**src/logic/bringup_pkg.sv**
```systemverilog
`default_nettype none
package bringup_pkg;
    // Register byte offsets on the AXI4-Lite slave.
    localparam logic [7:0] OFFS_CONTROL   = 8'h00;
    localparam logic [7:0] OFFS_ROLE      = 8'h04;
    localparam logic [7:0] OFFS_FWD_ADDR  = 8'h08;
    localparam logic [7:0] OFFS_REV_ADDR  = 8'h0c;
    localparam logic [7:0] OFFS_STATUS    = 8'h10;
    localparam int         AXI_ADDR_W     = 8;

    // Field positions.
    localparam int CTL_DIR_SEL_BIT   = 0;
    localparam int CTL_ADDR_WR_BIT   = 1;
    localparam int ROLE_STACK_BIT    = 0;
    localparam int ROLE_TOP_BIT      = 1;
    localparam int STAT_IS_STACK_BIT = 0;
    localparam int STAT_BUSY_BIT     = 1;
    localparam int STAT_MODE_LSB     = 2;
    localparam int ADDR_W            = 6;

    // Reset values and AXI response codes.
    localparam logic [ADDR_W-1:0] ADDR_RESET = 6'h00;
    localparam logic [1:0]        RESP_OKAY   = 2'h0;
    localparam logic [1:0]        RESP_SLVERR = 2'h2;

    // Port reconfiguration time after a direction change.
    localparam int CLK_PERIOD_NS      = 20;
    localparam int RECONFIG_TIME_NS   = 100000;
    localparam int RECONFIG_CYCLES_DFLT = (RECONFIG_TIME_NS + CLK_PERIOD_NS - 1) / CLK_PERIOD_NS;

    typedef enum logic [1:0] {MODE_POWERED_OFF, MODE_ACTIVE, MODE_ADDRESSED, MODE_CONFIGURED} mode_e;

    typedef enum logic [2:0] {CMD_BCAST_WR, CMD_BCAST_RD, CMD_SINGLE_WR, CMD_SINGLE_RD,
                              CMD_STACK_WR, CMD_STACK_RD} cmd_e;

    typedef struct packed {
        cmd_e              kind;
        logic [ADDR_W-1:0] target;
        logic              addrField;
        logic [ADDR_W-1:0] data;
    } cmd_s;

    typedef struct packed {
        logic upperTx;
        logic upperRx;
        logic lowerTx;
        logic lowerRx;
    } chain_port_s;
endpackage : bringup_pkg
`default_nettype wire

```
**src/logic/pin_sync3.sv**
```systemverilog
`timescale 1ns/100ps
`default_nettype none
module pin_sync3 #(
    parameter int WIDTH = 3
) (
    // Clock and reset
    input  wire logic             clk,
    input  wire logic             rst,
    // Asynchronous pins
    input  wire logic [WIDTH-1:0] pinIn,
    // Filtered results
    output logic      [WIDTH-1:0] level,
    output logic      [WIDTH-1:0] rise
);
    logic [WIDTH-1:0] s1_reg, s2_reg, s3_reg, level_reg, rise_reg;
    logic [WIDTH-1:0] level_next, rise_next;

    if (WIDTH < 1)
    begin : g_chk
        $error("pin_sync3 needs WIDTH of at least one");
    end

    // A change is only taken once the second and third stages agree.
    always_comb
    begin
        level_next = level_reg;
        rise_next  = '0;
        for (int i = 0; i < WIDTH; i++)
        begin
            if (s2_reg[i] == s3_reg[i])
            begin
                level_next[i] = s3_reg[i];
            end
            rise_next[i] = level_next[i] & ~level_reg[i];
        end
    end

    always_ff @(posedge clk or posedge rst)
    begin
        if (rst)
        begin
            s1_reg    <= '0;
            s2_reg    <= '0;
            s3_reg    <= '0;
            level_reg <= '0;
            rise_reg  <= '0;
        end
        else
        begin
            s1_reg    <= pinIn;
            s2_reg    <= s1_reg;
            s3_reg    <= s2_reg;
            level_reg <= level_next;
            rise_reg  <= rise_next;
        end
    end

    assign level = level_reg;
    assign rise  = rise_reg;
endmodule : pin_sync3
`default_nettype wire

```
**src/logic/chain_bringup.sv**
```systemverilog
// Design decisions made here: the register addresses and the AXI4-Lite slave port.
`timescale 1ns/100ps
`default_nettype none
module chain_bringup
    import bringup_pkg::*;
#(
    parameter int unsigned RECONFIG_CYCLES = RECONFIG_CYCLES_DFLT
) (
    // Clock and reset
    input  wire logic                  clk,
    input  wire logic                  rst,
    // AXI4-Lite register slave
    input  wire logic [AXI_ADDR_W-1:0] s_axi_awaddr,
    input  wire logic                  s_axi_awvalid,
    output logic                       s_axi_awready,
    input  wire logic [31:0]           s_axi_wdata,
    input  wire logic [3:0]            s_axi_wstrb,
    input  wire logic                  s_axi_wvalid,
    output logic                       s_axi_wready,
    output logic [1:0]                 s_axi_bresp,
    output logic                       s_axi_bvalid,
    input  wire logic                  s_axi_bready,
    input  wire logic [AXI_ADDR_W-1:0] s_axi_araddr,
    input  wire logic                  s_axi_arvalid,
    output logic                       s_axi_arready,
    output logic [31:0]                s_axi_rdata,
    output logic [1:0]                 s_axi_rresp,
    output logic                       s_axi_rvalid,
    input  wire logic                  s_axi_rready,
    // Wake pins and power request
    input  wire logic                  wakePingPin,
    input  wire logic                  wakeToneUpperPin,
    input  wire logic                  wakeToneLowerPin,
    input  wire logic                  shutdownReq,
    // Decoded command frames
    input  wire logic                  frameValid,
    input  wire cmd_s                  frame,
    output logic                       frameServe,
    output logic                       frameForward,
    // Chain port enables
    output chain_port_s                chainPorts
);
    localparam int CNT_W = $clog2(RECONFIG_CYCLES + 1);

    if (RECONFIG_CYCLES < 1)
    begin : g_chk
        $error("RECONFIG_CYCLES must be at least one");
    end

    logic [2:0] wakeRise;
    logic       pingRise, toneRise;

    pin_sync3 #(.WIDTH(3)) u_wake_sync (
        .clk   (clk),
        .rst   (rst),
        .pinIn ({wakeToneLowerPin, wakeToneUpperPin, wakePingPin}),
        .level (),
        .rise  (wakeRise)
    );
    assign pingRise = wakeRise[0];
    assign toneRise = wakeRise[1] | wakeRise[2];

    mode_e             mode_reg, mode_next;
    logic              isStack_reg, isStack_next;
    logic              dirSel_reg, dirSel_next, addrWr_reg, addrWr_next;
    logic              stackRole_reg, stackRole_next, topRole_reg, topRole_next;
    logic [ADDR_W-1:0] fwdAddr_reg, fwdAddr_next, revAddr_reg, revAddr_next, ownAddr;
    logic [CNT_W-1:0]  cnt_reg, cnt_next;
    chain_port_s       ports_reg, ports_next;
    logic              serve_reg, serve_next, fwd_reg, fwd_next;
    logic              awPend_reg, awPend_next, wPend_reg, wPend_next, bvalid_reg, bvalid_next;
    logic              rvalid_reg, rvalid_next;
    logic [1:0]        bresp_reg, bresp_next, rresp_reg, rresp_next;
    logic [AXI_ADDR_W-1:0] awAddr_reg, awAddr_next;
    logic [31:0]       wData_reg, wData_next, rdata_reg, rdata_next;
    logic [3:0]        wStrb_reg, wStrb_next;
    logic              wrFire, ctlWrite, autoFrame, accept, outTxOn;

    assign ownAddr  = dirSel_reg ? revAddr_reg : fwdAddr_reg;
    assign wrFire   = awPend_reg && wPend_reg && !bvalid_reg;
    assign ctlWrite = wrFire && wStrb_reg[0] && awAddr_reg == OFFS_CONTROL;
    assign outTxOn  = dirSel_reg ? ports_reg.lowerTx : ports_reg.upperTx;
    assign autoFrame = frameValid && addrWr_reg && mode_reg != MODE_POWERED_OFF;

    // Which commands the current bring-up stage serves.
    always_comb
    begin
        accept = 1'b0;
        case (frame.kind)
            CMD_BCAST_WR: accept = mode_reg != MODE_POWERED_OFF;
            CMD_BCAST_RD: accept = mode_reg == MODE_ADDRESSED || mode_reg == MODE_CONFIGURED;
            CMD_SINGLE_WR,
            CMD_SINGLE_RD: accept = (mode_reg == MODE_ADDRESSED || mode_reg == MODE_CONFIGURED)
                                    && frame.target == ownAddr;
            CMD_STACK_WR,
            CMD_STACK_RD: accept = mode_reg == MODE_CONFIGURED && stackRole_reg;
            default:      accept = 1'b0;
        endcase
    end

    always_comb
    begin
        mode_next      = mode_reg;
        isStack_next   = isStack_reg;
        dirSel_next    = dirSel_reg;
        addrWr_next    = addrWr_reg;
        stackRole_next = stackRole_reg;
        topRole_next   = topRole_reg;
        fwdAddr_next   = fwdAddr_reg;
        revAddr_next   = revAddr_reg;
        cnt_next       = (cnt_reg != '0) ? cnt_reg - 1'b1 : cnt_reg;
        serve_next     = 1'b0;
        fwd_next       = 1'b0;
        if (shutdownReq)
        begin
            mode_next = MODE_POWERED_OFF;
        end
        // The base/stack flag is never cleared by powered_off_mode, only rewritten by a wake.
        if (pingRise)
        begin
            isStack_next = 1'b0;
            mode_next    = MODE_ACTIVE;
            addrWr_next  = 1'b0;
        end
        else if (toneRise)
        begin
            isStack_next = 1'b1;
            mode_next    = MODE_ACTIVE;
            addrWr_next  = 1'b0;
        end
        else if (autoFrame)
        begin
            // The consumed frame is never relayed, so the next device waits for its own.
            if (frame.addrField)
            begin
                if (dirSel_reg)
                begin
                    revAddr_next = frame.data;
                end
                else
                begin
                    fwdAddr_next = frame.data;
                end
            end
            addrWr_next = 1'b0;
            serve_next  = 1'b1;
            if (mode_reg == MODE_ACTIVE)
            begin
                mode_next = MODE_ADDRESSED;
            end
        end
        else if (frameValid && mode_reg != MODE_POWERED_OFF)
        begin
            serve_next = accept;
            fwd_next   = outTxOn;
            if (accept && frame.addrField && (frame.kind == CMD_BCAST_WR || frame.kind == CMD_SINGLE_WR))
            begin
                if (dirSel_reg)
                begin
                    revAddr_next = frame.data;
                end
                else
                begin
                    fwdAddr_next = frame.data;
                end
            end
        end
        // Software writes land last, so a set of the enable beats the frame clearing it.
        if (wrFire && wStrb_reg[0])
        begin
            case (awAddr_reg)
                OFFS_CONTROL:
                begin
                    dirSel_next = wData_reg[CTL_DIR_SEL_BIT];
                    addrWr_next = wData_reg[CTL_ADDR_WR_BIT];
                end
                OFFS_ROLE:
                begin
                    stackRole_next = wData_reg[ROLE_STACK_BIT];
                    topRole_next   = wData_reg[ROLE_TOP_BIT];
                    if (mode_reg == MODE_ADDRESSED)
                    begin
                        mode_next = MODE_CONFIGURED;
                    end
                end
                OFFS_FWD_ADDR: fwdAddr_next = wData_reg[ADDR_W-1:0];
                OFFS_REV_ADDR: revAddr_next = wData_reg[ADDR_W-1:0];
                default: ;
            endcase
        end
        if (dirSel_next != dirSel_reg)
        begin
            cnt_next = CNT_W'(RECONFIG_CYCLES);
        end
        // Port enables follow position, direction, role and the one-frame suppression.
        ports_next = '0;
        if (mode_reg != MODE_POWERED_OFF && cnt_reg == '0)
        begin
            if (!isStack_reg)
            begin
                ports_next.upperTx = !dirSel_reg;
                ports_next.upperRx = !dirSel_reg;
                ports_next.lowerTx = dirSel_reg;
                ports_next.lowerRx = dirSel_reg;
            end
            else
            begin
                ports_next = '{upperTx: 1'b1, upperRx: 1'b1, lowerTx: 1'b1, lowerRx: 1'b1};
            end
            // A lone base is also the top of its chain, so the role is honoured at either position.
            if (topRole_reg)
            begin
                if (dirSel_reg)
                begin
                    ports_next.lowerTx = 1'b0;
                end
                else
                begin
                    ports_next.upperTx = 1'b0;
                end
            end
            if (addrWr_next)
            begin
                if (dirSel_reg)
                begin
                    ports_next.lowerTx = 1'b0;
                end
                else
                begin
                    ports_next.upperTx = 1'b0;
                end
            end
        end
    end

    // Register slave: address and data are caught separately, answered once both are in.
    always_comb
    begin
        awPend_next = awPend_reg;
        awAddr_next = awAddr_reg;
        wPend_next  = wPend_reg;
        wData_next  = wData_reg;
        wStrb_next  = wStrb_reg;
        bvalid_next = bvalid_reg && !s_axi_bready;
        bresp_next  = bresp_reg;
        rvalid_next = rvalid_reg && !s_axi_rready;
        rresp_next  = rresp_reg;
        rdata_next  = rdata_reg;
        if (s_axi_awvalid && !awPend_reg)
        begin
            awPend_next = 1'b1;
            awAddr_next = s_axi_awaddr;
        end
        if (s_axi_wvalid && !wPend_reg)
        begin
            wPend_next = 1'b1;
            wData_next = s_axi_wdata;
            wStrb_next = s_axi_wstrb;
        end
        if (wrFire)
        begin
            awPend_next = 1'b0;
            wPend_next  = 1'b0;
            bvalid_next = 1'b1;
            bresp_next  = (awAddr_reg <= OFFS_REV_ADDR && awAddr_reg[1:0] == 2'h0) ? RESP_OKAY : RESP_SLVERR;
        end
        if (s_axi_arvalid && !rvalid_reg)
        begin
            rvalid_next = 1'b1;
            rresp_next  = RESP_OKAY;
            case (s_axi_araddr)
                OFFS_CONTROL:  rdata_next = {30'h0, addrWr_reg, dirSel_reg};
                OFFS_ROLE:     rdata_next = {30'h0, topRole_reg, stackRole_reg};
                OFFS_FWD_ADDR: rdata_next = {26'h0, fwdAddr_reg};
                OFFS_REV_ADDR: rdata_next = {26'h0, revAddr_reg};
                OFFS_STATUS:   rdata_next = {28'h0, mode_reg, cnt_reg != '0, isStack_reg};
                default:
                begin
                    rdata_next = 32'h0;
                    rresp_next = RESP_SLVERR;
                end
            endcase
        end
    end

    always_ff @(posedge clk or posedge rst)
    begin
        if (rst)
        begin
            mode_reg      <= MODE_POWERED_OFF;
            isStack_reg   <= 1'b0;
            dirSel_reg    <= 1'b0;
            addrWr_reg    <= 1'b0;
            stackRole_reg <= 1'b0;
            topRole_reg   <= 1'b0;
            fwdAddr_reg   <= ADDR_RESET;
            revAddr_reg   <= ADDR_RESET;
            cnt_reg       <= '0;
            ports_reg     <= '0;
            serve_reg     <= 1'b0;
            fwd_reg       <= 1'b0;
            awPend_reg    <= 1'b0;
            awAddr_reg    <= '0;
            wPend_reg     <= 1'b0;
            wData_reg     <= 32'h0;
            wStrb_reg     <= 4'h0;
            bvalid_reg    <= 1'b0;
            bresp_reg     <= RESP_OKAY;
            rvalid_reg    <= 1'b0;
            rresp_reg     <= RESP_OKAY;
            rdata_reg     <= 32'h0;
        end
        else
        begin
            mode_reg      <= mode_next;
            isStack_reg   <= isStack_next;
            dirSel_reg    <= dirSel_next;
            addrWr_reg    <= addrWr_next;
            stackRole_reg <= stackRole_next;
            topRole_reg   <= topRole_next;
            fwdAddr_reg   <= fwdAddr_next;
            revAddr_reg   <= revAddr_next;
            cnt_reg       <= cnt_next;
            ports_reg     <= ports_next;
            serve_reg     <= serve_next;
            fwd_reg       <= fwd_next;
            awPend_reg    <= awPend_next;
            awAddr_reg    <= awAddr_next;
            wPend_reg     <= wPend_next;
            wData_reg     <= wData_next;
            wStrb_reg     <= wStrb_next;
            bvalid_reg    <= bvalid_next;
            bresp_reg     <= bresp_next;
            rvalid_reg    <= rvalid_next;
            rresp_reg     <= rresp_next;
            rdata_reg     <= rdata_next;
        end
    end

    assign s_axi_awready = !awPend_reg;
    assign s_axi_wready  = !wPend_reg;
    assign s_axi_bvalid  = bvalid_reg;
    assign s_axi_bresp   = bresp_reg;
    assign s_axi_arready = !rvalid_reg;
    assign s_axi_rvalid  = rvalid_reg;
    assign s_axi_rresp   = rresp_reg;
    assign s_axi_rdata   = rdata_reg;
    assign frameServe    = serve_reg;
    assign frameForward  = fwd_reg;
    assign chainPorts    = ports_reg;
endmodule : chain_bringup
`default_nettype wire

```
**config.mk**
```make
export PLATFORM = sky130hd
export DESIGN_NAME = chain_bringup
export DESIGN_NICKNAME = d
export VERILOG_FILES = /design/src/logic/bringup_pkg.sv /design/src/logic/pin_sync3.sv /design/src/logic/chain_bringup.sv
export SDC_FILE = /design/constraint.sdc
export NUM_CORES = 1
export LEC_CHECK = 0
export BUFFER_PORTS_ARGS = -buffer_cell sky130_fd_sc_hd__buf_2
export CAP_MARGIN = 20
export CORE_AREA = 4 4 134 136
export CTS_CLUSTER_DIAMETER = 150
export DETAILED_ROUTE_END_ITERATION = 12
export DIE_AREA = 0 0 138 140
export PLACE_DENSITY = 0.51
export SYNTH_ARGS = -nofsm -noshare
export SYNTH_HDL_FRONTEND = slang
export SYNTH_SLANG_ARGS = --single-unit
```
**constraint.sdc**
```tcl
create_clock -name clk -period 3.6 [get_ports clk]
set_clock_uncertainty 0.15 [all_clocks]
set_input_delay 0.72 -clock clk [delete_from_list [all_inputs] [get_ports clk]]
set_output_delay 0.72 -clock clk [all_outputs]
set_load 0.02 [all_outputs]
```
==> key figures <==
Outcome
  – Result of the run: completed

Critical path
  – Buf/Inv on CP: 0
  – CP Data Arrival Time: 2.83 ns
  – Cells along the critical path: or4_4, or4_4, nor3b_2, nor3b_1, o21ai_1, nand3_1
  – Crit-path max cell delay: 0.70 ns
  – CP top delay family: simple AND/OR/NAND/NOR gates
  – WS Path Type: reg2reg
  – Most numerous cell on the critical path: or4_4
  – Worst setup EP type: flop
  – Worst Path Required: 3.67 ns
  – Worst Setup Start Kind: flop
  – Reg2Reg Depth: 6
  – Reg-to-Reg Start: awAddr_reg[0]
  – Critical path peak fanout: 12
  – Worst setup path startpoint: awAddr_reg[0]
  – FF-to-FF End: fwdAddr_reg[5]
  – CP max-delay cell: nor3b_2
  – Flop-to-flop setup slack: 0.83 ns

Floorplanning
  – Core ar.: 16900 um2
  – Cell row count: 48
  – Io pins: 127
  – Initial core utilization: 24.5%
  – Die X: 138 um
  – Die Ht: 140 um
  – Die area: 19300 um2

Synth
  – Number of synthesized register bits: 80
  – Synth area leader: dfrtp_1
  – Register area share after synthesis: 48.2%
  – Post-synth top area share: 48.2%
  – Post-Synthesis Cells: 391
  – Synth unique cells: 55
  – Top cells by area, synth: dfrtp_1, buf_4, mux2_2
  – Netlist Area Pre-Place: 4150 um2
  – EDFF count, synth: 0
  – Count leader, synth: dfrtp_1
  – Top FF cell, synth: dfrtp_1
  – Top post-synthesis cells by count: dfrtp_1, buf_4, nand2_1
  – Yosys warning count: 0
  – Asr flop ratio synth: 100%
  – Syn avg cell area: 10.6 um2

Layout
  – Fillers: 1786
  – Multi-input logic area: 1920 um2
  – Finished Cell Area: 4970 um2
  – Flip-flop and latch area: 2000 um2
  – Number of diodes: 0
  – Final Core Density: 29.3%
  – P&R area growth vs syn: 19.7%
  – Final net count: 543
  – Max reg flops: 13
  – Layout cell share with drive strength beyond 1: 27.4%

Routing
  – First-pass iteration count of the detailed router: 4
  – DRC errors left: 0
  – Drt initial violations: 207
  – Wire per inst: 15.0 um
  – WL final: 10400 um
  – Via/cell ratio: 4.57
  – Vias: 3165
  – Post-DRT Antenna Nets: 0

Clock network
  – CTS tree: done
  – Clock tree sinks: 80
  – Clock latency on the worst-skew pair: 0.34 ns
  – CTS buffer count: 9
  – H-tree levels: 3
  – Setup bufs post-CTS: 0
  – Cts repair resizes: 0
  – Root buffer cell: clkbuf_16
  – Clk slew on worst S/H paths: 0.06 ns
  – Hold-fix buffers, CTS: 0
  – Max clock buf depth: 2

Worst hold path
  – Worst hold path type: in2async

Global routing
  – Vias in the first global route: 3198
  – GRT Total Usage: 10.7%
  – Global-route wire length before repair: 16700 um
  – GRT overflow: 0
  – Largest net degree at the start of global routing: 63
  – Initial antenna violation count: 0

Place
  – Gp weighted congestion: 0.793
  – Port Buffers: 69
  – Post-Place Cell Area: 4680 um2
  – Place WS: 0.824 ns
  – DPL Wire Length: 7620 um

Power and ir drop
  – Pleak: 2.22 nW
  – Gate power share: 25.2%
  – PwrDens: 612 nW/um2
  – Part of the power in registers: 45.3%
  – Sw Pwr: 1.04 mW
  – VDD IR max: 0.000248 V
  – Clock network fraction of total power: 29.5%
  – Switching share of power: 34.3%
  – Internal power: 2.00 mW

STA
  – Tcrit/Tclk final: 76.9%
  – # setup viols final: 0
  – Slew @ Worst Pin: 0.809 ns
  – Fmax: 361 MHz
  – Worst slew margin: 45.8%
  – Post-route minimum period: 2.77 ns
  – RSZ-0062 raised after global routing: false
  – Setup TNS Final: 0 ns
  – Worst Slack Setup Final: 0.832 ns
  – Slew Limit Fails: 0
  – Final hold vios: 0

Job
  – Total of max-cap violations: 0
## placed cells by master, fill, tap and decap left out, types with 2 or more instances in the layout
cell type,n
o21a_1,2
nor3_1,6
mux4_2,2
o21ai_0,8
xnor2_1,13
or3_1,2
nand2b_1,2
o21ai_2,4
nor2b_1,10
clkinv_4,2
or4_1,4
maj3_1,3
clkinvlp_4,2
conb_1,28
buf_4,8
o21ai_1,7
inv_1,11
buf_2,69
a21oi_1,14
mux2_2,17
dfrtp_1,80
a31oi_1,2
o2111ai_1,18
nor2_1,22
mux2i_1,16
o31ai_1,3
mux2_1,2
nand2_1,24
and3_1,8
nand3b_1,4
xor2_1,5
or4_4,2
nand3_1,18
nor3b_1,6
nor4_1,8
clkbuf_16,9
nor4_2,2
## metrics by stage
step	hold WS (ns)	power (mW)	cells
floorplan	0.181	1.95	418
global placement	0.190	2.13	676
detailed placement	0.190	2.17	676
CTS	0.188	3.09	692
global route	0.211	3.25	692
finish	0.181	3.04	692
## layer usage
layer / part of all wire, % / vias up / wire (um) / track usage, %
met4: 1.5 / 0 / 152 / 4.06
li1: - / 1494 / - / -
met3: 5.3 / 11 / 555 / 2.29
met2: 46 / 96 / 4750 / 17.2
met1: 47 / 1564 / 4920 / 14.2
met5: 0 / - / 0 / 0
## cell families (layout without fill, tap and decap cells)
kind of cell	after synthesis	in the layout	share of synthesized area, %
other	1	28	0.0904
adders and majority gates	4	4	1.03
muxes	38	38	10.5
buffers and inverters	57	106	7.90
DFF	80	80	48.2
AOI/OAI and AO/OA	64	64	10.5
xor gates and xnor gates	18	18	3.80
and+or+nand+nor	129	129	18.0
## area by class of cell
| type | count | area share (%) |
|---|---|---|
| Timing Repair Buffer | 78 | 8.56 |
| Multi-Input combinational cell | 281 | 38.7 |
| Sequential cell | 80 | 40.3 |
| Tap cell | 225 | 5.67 |
| Inverter | 12 | 0.932 |
| Clock inverter | 6 | 1.06 |
| Clock buffer | 10 | 4.81 |
## how the worst max path moves through the flow
stage	endpoint	slack (ns)	cells after the start
final	fwdAddr_reg[5]	0.83	6
after global routing	revAddr_reg[2]	0.70	7
after CTS	fwdAddr_reg[2]	0.82	6
after detailed placement	fwdAddr_reg[2]	0.82	6
after global placement	chainPorts[1]	0.88	6
after floorplan	addrWr_reg	0.68	1
## worst reg2reg max path, delay by kind of cell (launching register included)
family | cells | cell delay [ns]
compound gates | 1 | 0.11
simple gates | 5 | 2.00
flops | 1 | 0.38
## power by group through the flow
stage / Combinational [mW] / Clock (mW) / Sequential (mW)
floorplan: 0.620 / 0 / 1.33
global placement: 0.757 / 0 / 1.38
detailed placement: 0.779 / 0 / 1.39
CTS: 0.781 / 0.932 / 1.38
global route: 0.862 / 0.967 / 1.42
finish: 0.768 / 0.898 / 1.38
Power figures use the tool's default switching activity.
